--- src/include/pmb_pkg.sv ---
// Purpose: shared constants and types for the program memory bus block
// Assumes: one clock, 50 MHz, active-low asynchronous reset
// Notes:   mode encoding follows the two configuration bits, erased = 2'b11
`default_nettype none
package pmb_pkg;
    localparam int          PC_WIDTH      = 16;
    localparam int          WORD_WIDTH    = 16;
    localparam logic [15:0] RESET_VECTOR  = 16'h0000;
    localparam logic [15:0] VEC_INT_PIN   = 16'h0008;
    localparam logic [15:0] VEC_TIMER     = 16'h0010;
    localparam logic [15:0] VEC_CLK_PIN   = 16'h0018;
    localparam logic [15:0] VEC_PERIPH    = 16'h0020;
    // Default size of on-chip program memory in words
    localparam logic [16:0] INT_MEM_WORDS = 17'h0_4000;
    localparam logic [15:0] UNDEF_WORD    = 16'hFFFF;
    // Bus phase lengths in clock cycles
    localparam logic [1:0]  ADDR_CYCLES   = 2'h1;
    localparam logic [1:0]  READ_CYCLES   = 2'h2;
    // Control lines on the low bits of the control port
    localparam int          CTL_ALE       = 0;
    localparam int          CTL_OE_N      = 1;
    localparam int          CTL_WR_N      = 2;
    localparam logic [2:0]  CTL_IDLE      = 3'h6;

    typedef enum logic [1:0] {
        PMB_MODE_PROTECTED = 2'h0,
        PMB_MODE_EXTENDED  = 2'h1,
        PMB_MODE_MCU       = 2'h2,
        PMB_MODE_MPU       = 2'h3
    } pmb_mode_t;

    typedef enum logic [3:0] {
        PMB_ST_IDLE = 4'b0001,
        PMB_ST_ADDR = 4'b0010,
        PMB_ST_READ = 4'b0100,
        PMB_ST_DONE = 4'b1000
    } pmb_state_t;

    typedef struct packed {
        logic        valid;
        logic [15:0] addr;
    } pmb_fetch_req_t;

    typedef struct packed {
        logic        valid;
        logic [15:0] word;
    } pmb_fetch_rsp_t;

    typedef struct packed {
        logic [7:0] lowOut;
        logic [7:0] lowOe_n;
        logic [7:0] highOut;
        logic [7:0] highOe_n;
        logic [2:0] ctlOut;
        logic [2:0] ctlOe_n;
    } pmb_pins_t;

    typedef struct packed {
        logic internalOk;
        logic externalOk;
        logic specialOk;
        logic busEnable;
        logic protect;
    } pmb_access_t;
endpackage
`default_nettype wire

--- src/hdl/pmb_mode_decode.sv ---
// Purpose: decode configuration bits into the memory access rights
// Assumes: config bits are static after reset
// Notes:   pure combinational
`timescale 1ns/100ps
`default_nettype none
module pmb_mode_decode
    import pmb_pkg::*;
(
    input  wire logic [1:0] configBits,
    output pmb_access_t     access
);
    pmb_mode_t mode;

    always_comb begin
        mode = pmb_mode_t'(configBits);
        access = '0;
        unique case (mode)
            PMB_MODE_MPU: begin
                access.externalOk = 1'b1;
                access.busEnable  = 1'b1;
            end
            PMB_MODE_EXTENDED: begin
                access.internalOk = 1'b1;
                access.externalOk = 1'b1;
                access.busEnable  = 1'b1;
            end
            PMB_MODE_MCU: begin
                access.internalOk = 1'b1;
                access.specialOk  = 1'b1;
            end
            PMB_MODE_PROTECTED: begin
                access.internalOk = 1'b1;
                access.specialOk  = 1'b1;
                access.protect    = 1'b1;
            end
        endcase
    end
endmodule
`default_nettype wire

--- src/hdl/pmb_program_bus.sv ---
// Purpose: program fetch routing and multiplexed external program bus
// Assumes: core issues one fetch at a time and waits for fetchRsp.valid
// Notes:   data memory never leaves the chip; its bus is separate from this one
//          requests made while a fetch is in flight are dropped, not queued
`timescale 1ns/100ps
`default_nettype none
module pmb_program_bus
    import pmb_pkg::*;
(
    input  wire logic           clk_sys,
    input  wire logic           rst_n,
    input  wire logic           clkEn,
    input  wire logic [1:0]     configBits,
    input  wire pmb_fetch_req_t fetchReq,
    input  wire logic [2:0]     vectorSel,
    input  wire logic           vectorTake,
    input  wire logic           specialReq,
    input  wire logic [15:0]    intMemWord,
    input  wire logic [7:0]     adLowIn,
    input  wire logic [7:0]     adHighIn,
    output pmb_fetch_rsp_t      fetchRsp,
    output logic [15:0]         startAddr,
    output logic [15:0]         intMemAddr,
    output logic                specialGrant,
    output logic                codeProtect,
    output logic                busActive,
    output pmb_pins_t           pins
);
    typedef struct packed {
        pmb_state_t     state;
        // Cycles spent in the present bus phase
        logic [1:0]     count;
        // Fetch goes to the pads rather than the array
        logic           external;
        logic [15:0]    addr;
        pmb_fetch_rsp_t rsp;
        logic [15:0]    start;
        logic [15:0]    intAddr;
        logic           grant;
        logic           protect;
        logic           bus;
        pmb_pins_t      pins;
    } pmb_core_t;

    pmb_core_t   cur;
    pmb_core_t   next_cur;
    pmb_access_t access;
    logic        inRange;
    logic        heldInRange;
    logic        takeFetch;
    logic        goExternal;
    logic        addrPhaseEnd;
    logic        readPhaseEnd;
    logic [15:0] vecAddr;

    // Reset image in one place, so the reset branch assigns only a constant
    localparam pmb_core_t CORE_RESET = '{
        state:    PMB_ST_IDLE,
        count:    2'h0,
        external: 1'b0,
        addr:     16'h0000,
        rsp:      '0,
        start:    RESET_VECTOR,
        intAddr:  16'h0000,
        grant:    1'b0,
        protect:  1'b0,
        bus:      1'b0,
        pins:     '{
            lowOut:   8'h00,
            lowOe_n:  8'hFF,
            highOut:  8'h00,
            highOe_n: 8'hFF,
            ctlOut:   CTL_IDLE,
            ctlOe_n:  3'h7
        }
    };

    pmb_mode_decode u_decode (
        .configBits (configBits),
        .access     (access)
    );

    always_comb begin
        inRange = {1'b0, fetchReq.addr} < INT_MEM_WORDS;
        // The request is gone by the answer cycle, so judge the held address
        heldInRange = {1'b0, cur.addr} < INT_MEM_WORDS;
        // Requests while busy are dropped rather than queued
        takeFetch = fetchReq.valid && (cur.state == PMB_ST_IDLE);
        goExternal = access.externalOk & ~(access.internalOk & inRange);
        addrPhaseEnd = (cur.count + 2'h1) >= ADDR_CYCLES;
        readPhaseEnd = (cur.count + 2'h1) >= READ_CYCLES;
        unique case (vectorSel)
            3'h1:    vecAddr = VEC_INT_PIN;
            3'h2:    vecAddr = VEC_TIMER;
            3'h3:    vecAddr = VEC_CLK_PIN;
            3'h4:    vecAddr = VEC_PERIPH;
            default: vecAddr = RESET_VECTOR;
        endcase
    end

    always_comb begin
        next_cur = cur;
        next_cur.rsp.valid = 1'b0;
        next_cur.protect = access.protect;
        next_cur.grant = specialReq & access.specialOk;
        next_cur.bus = access.busEnable;
        // Program fetches never write, so the write strobe stays idle
        next_cur.pins.ctlOut[CTL_WR_N] = 1'b1;
        if (vectorTake) begin
            next_cur.start = vecAddr;
        end
        // Data memory has its own path in the core; nothing here touches it
        unique case (cur.state)
            PMB_ST_IDLE: begin
                next_cur.pins.ctlOut = CTL_IDLE;
                next_cur.pins.lowOe_n = 8'hFF;
                next_cur.pins.highOe_n = 8'hFF;
                if (takeFetch) begin
                    next_cur.addr = fetchReq.addr;
                    next_cur.external = goExternal;
                    next_cur.intAddr = fetchReq.addr;
                    next_cur.count = '0;
                    if (access.busEnable) begin
                        // Address goes out even for internal fetches so control keeps toggling
                        next_cur.pins.lowOut = fetchReq.addr[7:0];
                        next_cur.pins.highOut = fetchReq.addr[15:8];
                        next_cur.pins.lowOe_n = 8'h00;
                        next_cur.pins.highOe_n = 8'h00;
                        next_cur.pins.ctlOut[CTL_ALE] = 1'b1;
                        next_cur.state = PMB_ST_ADDR;
                    end else begin
                        next_cur.state = PMB_ST_DONE;
                    end
                end
            end

            PMB_ST_ADDR: begin
                next_cur.count = cur.count + 2'h1;
                if (addrPhaseEnd) begin
                    // Outside latch captures on the falling strobe
                    next_cur.pins.ctlOut[CTL_ALE] = 1'b0;
                    next_cur.pins.lowOe_n = 8'hFF;
                    next_cur.pins.highOe_n = 8'hFF;
                    next_cur.pins.ctlOut[CTL_OE_N] = 1'b0;
                    next_cur.count = '0;
                    next_cur.state = PMB_ST_READ;
                end
            end

            PMB_ST_READ: begin
                next_cur.count = cur.count + 2'h1;
                if (readPhaseEnd) begin
                    next_cur.pins.ctlOut[CTL_OE_N] = 1'b1;
                    next_cur.state = PMB_ST_DONE;
                    if (cur.external) begin
                        next_cur.rsp.word = {adHighIn, adLowIn};
                    end else begin
                        next_cur.rsp.word = intMemWord;
                    end
                end
            end

            PMB_ST_DONE: begin
                next_cur.rsp.valid = 1'b1;
                next_cur.pins.ctlOut = CTL_IDLE;
                if (!cur.bus) begin
                    // Past the array the internal word is undefined; a fixed filler stands in
                    next_cur.rsp.word = heldInRange ? intMemWord : UNDEF_WORD;
                end
                next_cur.state = PMB_ST_IDLE;
            end

            // Illegal one-hot code: recover to idle
            default: begin
                next_cur.state = PMB_ST_IDLE;
            end
        endcase

        // Pads stay released in the internal modes so the ports keep other jobs
        if (!access.busEnable) begin
            next_cur.pins.lowOe_n = 8'hFF;
            next_cur.pins.highOe_n = 8'hFF;
            next_cur.pins.ctlOe_n = 3'h7;
        end else begin
            next_cur.pins.ctlOe_n = 3'h0;
        end
    end

    always_ff @(posedge clk_sys or negedge rst_n) begin
        if (!rst_n) begin
            cur <= CORE_RESET;
        end else if (clkEn) begin
            cur <= next_cur;
        end
    end

    // Every output is a register field
    assign fetchRsp = cur.rsp;
    assign startAddr = cur.start;
    assign intMemAddr = cur.intAddr;
    assign specialGrant = cur.grant;
    assign codeProtect = cur.protect;
    assign busActive = cur.bus;
    assign pins = cur.pins;
endmodule
`default_nettype wire

--- config.mk ---
export PLATFORM = sky130hd
export DESIGN_NAME = pmb_program_bus
export DESIGN_NICKNAME = d
export VERILOG_FILES = /design/src/include/pmb_pkg.sv /design/src/hdl/pmb_mode_decode.sv /design/src/hdl/pmb_program_bus.sv
export SDC_FILE = /design/constraint.sdc
export NUM_CORES = 1
export LEC_CHECK = 0
export BUFFER_PORTS_ARGS = -buffer_cell sky130_fd_sc_hd__buf_2
export CORE_MARGIN = 4
export CORE_UTILIZATION = 44
export CTS_CLUSTER_SIZE = 20
export DETAILED_ROUTE_END_ITERATION = 16
export GPL_TIMING_DRIVEN = 1
export MAX_ROUTING_LAYER = met4
export PLACE_DENSITY = 0.76
export SLEW_MARGIN = 30
export SYNTH_ARGS = -nofsm -noshare
export SYNTH_HDL_FRONTEND = slang
export SYNTH_SLANG_ARGS = --single-unit
export TNS_END_PERCENT = 20
--- constraint.sdc ---
create_clock -name clk_sys -period 1.85 [get_ports clk_sys]
set_input_delay 0 -clock clk_sys [delete_from_list [all_inputs] [get_ports clk_sys]]
set_output_delay 0 -clock clk_sys [all_outputs]
set_load 0.05 [all_outputs]
==> results of run 1 <==
[layout make-up]
cell class / instances / area (um2)
diodes: 1 / 2.50
clock buffers: 11 / 151
clock inverters: 4 / 75.1
fillers: 708 / 3710
inverters: 5 / 18.8
multi-input cells: 182 / 1420
flip-flops and latches: 66 / 1660
well taps: 105 / 131
repair buffers: 178 / 1130
[metrics by stage]
stage	std cells	hold WS, ns	util, %
final	552	0.0493	55.3
after global routing	551	0.0485	55.2
after CTS	551	0.0282	54.9
after detailed placement	511	0.00841	49.1
after global placement	511	-0.00469	49.1
after floorplan	357	-0.296	-
[tightest hold or removal path: cells and delay by family]
family,cells,cell delay (ns)
AND/OR/NAND/NOR,2,0.20
buffers and inverters,1,0.07
AO/OA/AOI/OAI,1,0.07
[cells by family after synthesis]
group	Yosys count
AO/OA/AOI/OAI	57
XOR/XNOR	1
multiplexers	64
flip-flops	66
buffers and inverters	109
adder cells (fa/ha/maj)	1
AND/OR/NAND/NOR	45
other	2
[cells in the final DEF, fill, tap and decap left out, types with 2 or more instances in the layout]
cell,n
buf_4,14
inv_1,5
a22o_1,3
dfrtp_1,59
o21ai_1,4
bufinv_16,2
nor2b_1,5
buf_12,5
nor3_1,3
dfstp_2,4
nand2b_1,2
a21oi_1,3
o21ai_0,37
nand3_1,2
mux2i_1,15
mux2_4,10
buf_2,134
dlygate4sd3_1,25
or2_1,2
dfrtp_2,3
clkbuf_8,11
nand2_1,14
nor2_1,6
mux2_2,39
clkinvlp_4,2
conb_1,14
nand3b_1,2
[how the worst max path moves through the flow]
stage | startpoint | to | slack (ns) | depth (start not counted)
2_1_floorplan | cur[107] | fetchRsp[10] | 0.01 | 6
3_3_place_gp | cur[107] | fetchRsp[11] | 0.05 | 5
3_5_place_dp | cur[107] | fetchRsp[6] | 0.001 | 5
4_1_cts | cur[107] | cur[112] | 0.008 | 5
5_1_grt | cur[107] | fetchRsp[6] | 0.01 | 5
6_report | cur[107] | fetchRsp[6] | 0.06 | 5
[metal layers]
| layer | track usage, % | vias to the layer above | wire length, um |
|---|---|---|---|
| met5 | - | - | 0 |
| met3 | 4.01 | 13 | 501 |
| met2 | 28.1 | 94 | 4350 |
| met4 | 6.11 | 0 | 97 |
| met1 | 19.5 | 1313 | 3170 |
| li1 | - | 1266 | - |
[registers in the layout (all words and copies together) (netlist names)]
name,cells
busActive,1
specialGrant,1
pins,20
cur,7
startAddr,3
codeProtect,1
fetchRsp,17
intMemAddr,16
[cells in the mapped netlist (3+ instances only)]
cell type and n:
a21oi_1 3, a22o_1 3, buf_2 5, buf_4 88, buf_6 3, clkbuf_1 6, dfrtp_1 62, dfstp_2 4
inv_1 5, mux2_2 39, mux2_4 10, mux2i_1 15, nand2_1 14, nor2_1 6, nor2b_1 5, nor3_1 3
o21ai_0 37, o21ai_1 4
[repair_timing]
| action | in CTS | in global routing |
|---|---|---|
| setup endpoints to repair | 3 | 21 |
| resized for setup | 1 | 6 |
| endpoints found under the hold margin | 60 | 0 |
| hold buffers | 25 | 0 |
| pin swaps | 0 | 1 |
[power by group]
part           total (mW)  internal, mW  leakage (nW)  switching, mW
Combinational        3.43         0.968          1.32           2.47
Clock                1.35         0.825         0.108          0.529
Sequential           2.14          1.90         0.805          0.245
Total                6.93          3.69          2.23           3.24
==> metrics.cfg, run 1 <==
[outcome]
status = finished, final reports clean

[timing]
finalSetupViolCount = 0
max_freq_mhz = 557
fin_worst_skew_ns = 0.00824
hold_viol = 0
worstMarginPinSlew_ns = 0.520
setup_ws_ns = 0.0550
finalWorstPathRequiredPeriod_ns = 1.79
slew_headroom_pct = 65.3
rsz0062_at_grt = false
final.setup.tns_ns = 0
period_share_pct = 97.0
slew_viol_final = 0

[setup_path]
cp.required_ns = 2.06
slowest_stage = or4_4
crit_chain = ha_4 > a31oi_1 > or4_4 > buf_12 > mux2_4
crit_buf_inv = 1
reg2reg_to = fetchRsp[6]
crit_type = register to register
cp-end-kind = register
path_delay_family = simple AND/OR/NAND/NOR gates
worstRegToRegCells = 5
r2r-start = cur[107]
cpPeakStageDelay_ns = 0.43
arrival_ns = 2.00
crit_fanout = 16
rrSetupSlack_ns = 0.06
startpoint_type = register

[hold_path]
holdPathStages = 4
min_path_type = input pin to register
min_from = vectorTake
holdPathEnd = startAddr[5]

[clocking]
numCtsBuffers = 9
path_clk_slew_ns = 0.07
cts_setup_buffers = 0
numClockSinks = 66
cts_max_level = 3
cts_tree = yes
clk-insertion-delay-late_ns = 0.33
cts_buffer_depth = 2
root_buffer = clkbuf_8

[logic_synthesis]
syn_area_um2 = 3790
ys_types = 46
synth_compound_area_share_pct = 8.61
synth_top_family_by_area = buffers and inverters
yosys.area_share.simple_pct = 6.73
synthTopCellsByArea = dfrtp_1 41%, buf_4 17%, mux2_2 12%
async_reset_ff_share_pct = 100
avgSynthCellArea_um2 = 11.0
synthFlopType = dfrtp_1
synth_seq_cells = 66
synthMuxAreaShare_pct = 19.5
synth_edf_count = 0
synthAdderAreaFrac_pct = 0.330
yosys.area.top_type = dfrtp_1
seq_area_frac_synth_pct = 43.7
syn_inst = 345
ys_warn_count = 0
synth_xor_area_share_pct = 0.231
synth_top_area_share_pct = 40.9

[final_layout]
nNetsFinal = 502
syn_to_final_growth_pct = 21.0
stdcell_area_um2 = 4590
drive_gt1_share_pct = 51.6

[placed_design]
place_area_um2 = 4080
portBuffers = 134
gp_congestion = 0.885
dpl.hpwl_mm = 5.83
dp_slack_ns = 0.00135

[floorplan]
core_area_um2 = 8300
row_count = 33
die-height_um = 101
die_x_um = 101
dieArea_um2 = 10200
initial_core_util_pct = 45.7
io-pin-count = 149

[pwr]
p_leak_nw = 2.23
power.total_mw = 6.93
worst_ir_drop_vdd_v = 0.00112
power.density_nw_per_um2 = 1510

[global_routing]
grt_antenna_before_repair = 0
gr-usage-all-layers_pct = 16.7
grt_overflow = 0
grt_pass1_wl_mm = 13.1
grt_max_degree = 46
grt_pass1_vias = 2734

[routing]
wire_per_inst_um = 14.7
drc_errors = 0
wl_mm = 8.12
first_iter_violations = 84
num_vias = 2686
firstDrtPassIters = 4
ant_nets = 0
avgViaCountPerCell = 4.87

[flow_run]
maxCapViolations = 0

Power figures use the tool's default switching activity.
==> inputs of run 2 (changes only) <==
--- a/config.mk
+++ b/config.mk
@@ -7,12 +7,12 @@
 export LEC_CHECK = 0
 export BUFFER_PORTS_ARGS = -buffer_cell sky130_fd_sc_hd__buf_2
 export CORE_MARGIN = 4
-export CORE_UTILIZATION = 44
-export CTS_CLUSTER_SIZE = 20
+export CORE_UTILIZATION = 35
+export CTS_CLUSTER_SIZE = 8
 export DETAILED_ROUTE_END_ITERATION = 16
 export GPL_TIMING_DRIVEN = 1
+export HOLD_SLACK_MARGIN = 0.15
 export MAX_ROUTING_LAYER = met4
-export PLACE_DENSITY = 0.76
 export SLEW_MARGIN = 30
 export SYNTH_ARGS = -nofsm -noshare
 export SYNTH_HDL_FRONTEND = slang
==> run 2 against run 1 <==
Compared with the run above: critical path depth unchanged; flip-flop and latch count stayed put; setup slack worse by 0.011 ns; clock-buffer cell count did not move; routed wire length increased by 12%; critical path type unchanged; critical endpoint is now fetchRsp[14].
==> metrics.cfg, run 2 (synthesized netlist as in run 1, its figures left out) <==
[routing]
first_iter_violations = 115
drc_errors = 0
firstDrtPassIters = 4
avgViaCountPerCell = 4.55
num_vias = 2809
ant_nets = 0
wl_mm = 9.09
wire_per_inst_um = 14.7

[clocking]
cts_tree = yes
numClockSinks = 66
cts_max_level = 3
numCtsBuffers = 9
clk-insertion-delay-late_ns = 0.33
path_clk_slew_ns = 0.07
cts_buffer_depth = 2
cts_setup_buffers = 0
root_buffer = clkbuf_8

[global_routing]
gr-usage-all-layers_pct = 14.9
grt_pass1_vias = 3046
grt_pass1_wl_mm = 14.9
grt_overflow = 0
grt_max_degree = 48
grt_antenna_before_repair = 0

[setup_path]
worstRegToRegCells = 5
path_delay_family = simple AND/OR/NAND/NOR gates
arrival_ns = 2.01
crit_type = register to register
cpPeakStageDelay_ns = 0.44
startpoint_type = register
crit_fanout = 16
r2r-start = cur[107]
cp.required_ns = 2.06
crit_start = cur[107]
reg2reg_to = fetchRsp[14]
worst-path-stages = 5
cp-end-kind = register
crit_path_end = fetchRsp[14]
crit_buf_inv = 1
slowest_stage = or4_4
crit_chain = ha_4 > a31oi_1 > or4_4 > buf_12 > mux2_4
rrSetupSlack_ns = 0.04

[final_layout]
layout_commonest_cell = buf_2
syn_to_final_growth_pct = 31.4
fin_cells = 618
stdcell_area_um2 = 4980
mostFrequentLayoutCells = 134 x buf_2, 63 x dlygate4sd3_1, 61 x dfrtp_1
fin_util_pct = 47.8
largest_register_ffs = 20
drive_gt1_share_pct = 46.8
nNetsFinal = 537

[floorplan]
initial_core_util_pct = 36.4
die-height_um = 112
io-pin-count = 149
core_area_um2 = 10400
dieArea_um2 = 12600
row_count = 37
die_x_um = 112

[timing]
slew_headroom_pct = 66.6
worstMarginPinSlew_ns = 0.500
setup_ws_ns = 0.0435
max_freq_mhz = 554
period_share_pct = 97.6
hold_viol = 0
fin_worst_skew_ns = 0.00975
fin_hold_ws_ns = 0.181
finalSetupViolCount = 0
final.setup.tns_ns = 0
slew_viol_final = 0
finalWorstPathRequiredPeriod_ns = 1.81

[placed_design]
dpl.cell_count = 539
gp_congestion = 0.779
place_area_um2 = 4090
dpl.hpwl_mm = 6.01
dp_slack_ns = -0.0120
portBuffers = 134

[hold_path]
min_path_type = input pin to asynchronous set/reset pin

[pwr]
power.total_mw = 7.04
power.density_nw_per_um2 = 1410
worst_ir_drop_vdd_v = 0.000804
p_leak_nw = 2.38

[flow_run]
maxCapViolations = 0

[outcome]
status = finished, final reports clean

[run 2: changes by cell type in the layout (fill, tap and decap cells not counted), sizes merged]
cell / change
dlygate4sd3: +38
buf: -3
[run 2: routing by layer]
metal	up-vias	global-route usage [%]	share of wire, %
li1	1346	-	-
met1	1360	17.3	41
met2	93	26.2	53
met3	10	3.50	5.6
met4	0	3.37	0.84
met5	-	-	0
[run 2: how the worst min path moves through the flow]
stage | to | cells after the start
floorplan | busActive | 0
global placement | cur[112] | 1
CTS | codeProtect | 2
finish | cur[110] | 2
global route | pins[16] | 2
detailed placement | cur[112] | 1
[run 2: power breakdown]
part / total [mW] / internal, mW / switching (mW)
Clock: 1.38 / 0.825 / 0.555
Sequential: 2.15 / 1.90 / 0.255
Combinational: 3.50 / 1.02 / 2.48
[run 2: cell type report]
cell class	instances	area (um2)
Timing Repair Buffer	213	1480
Multi-Input combinational cell	182	1420
Sequential cell	66	1660
Tap cell	136	170
Inverter	5	18.8
Clock buffer	11	151
Antenna cell	1	2.50
Clock inverter	4	75.1
Fill cell	953	5440
[run 2: what timing repair did]
item,in CTS,in global routing
gates resized for setup,1,5
endpoints found under the setup margin,10,21
hold buffers,63,0
endpoints found under the hold margin,130,0
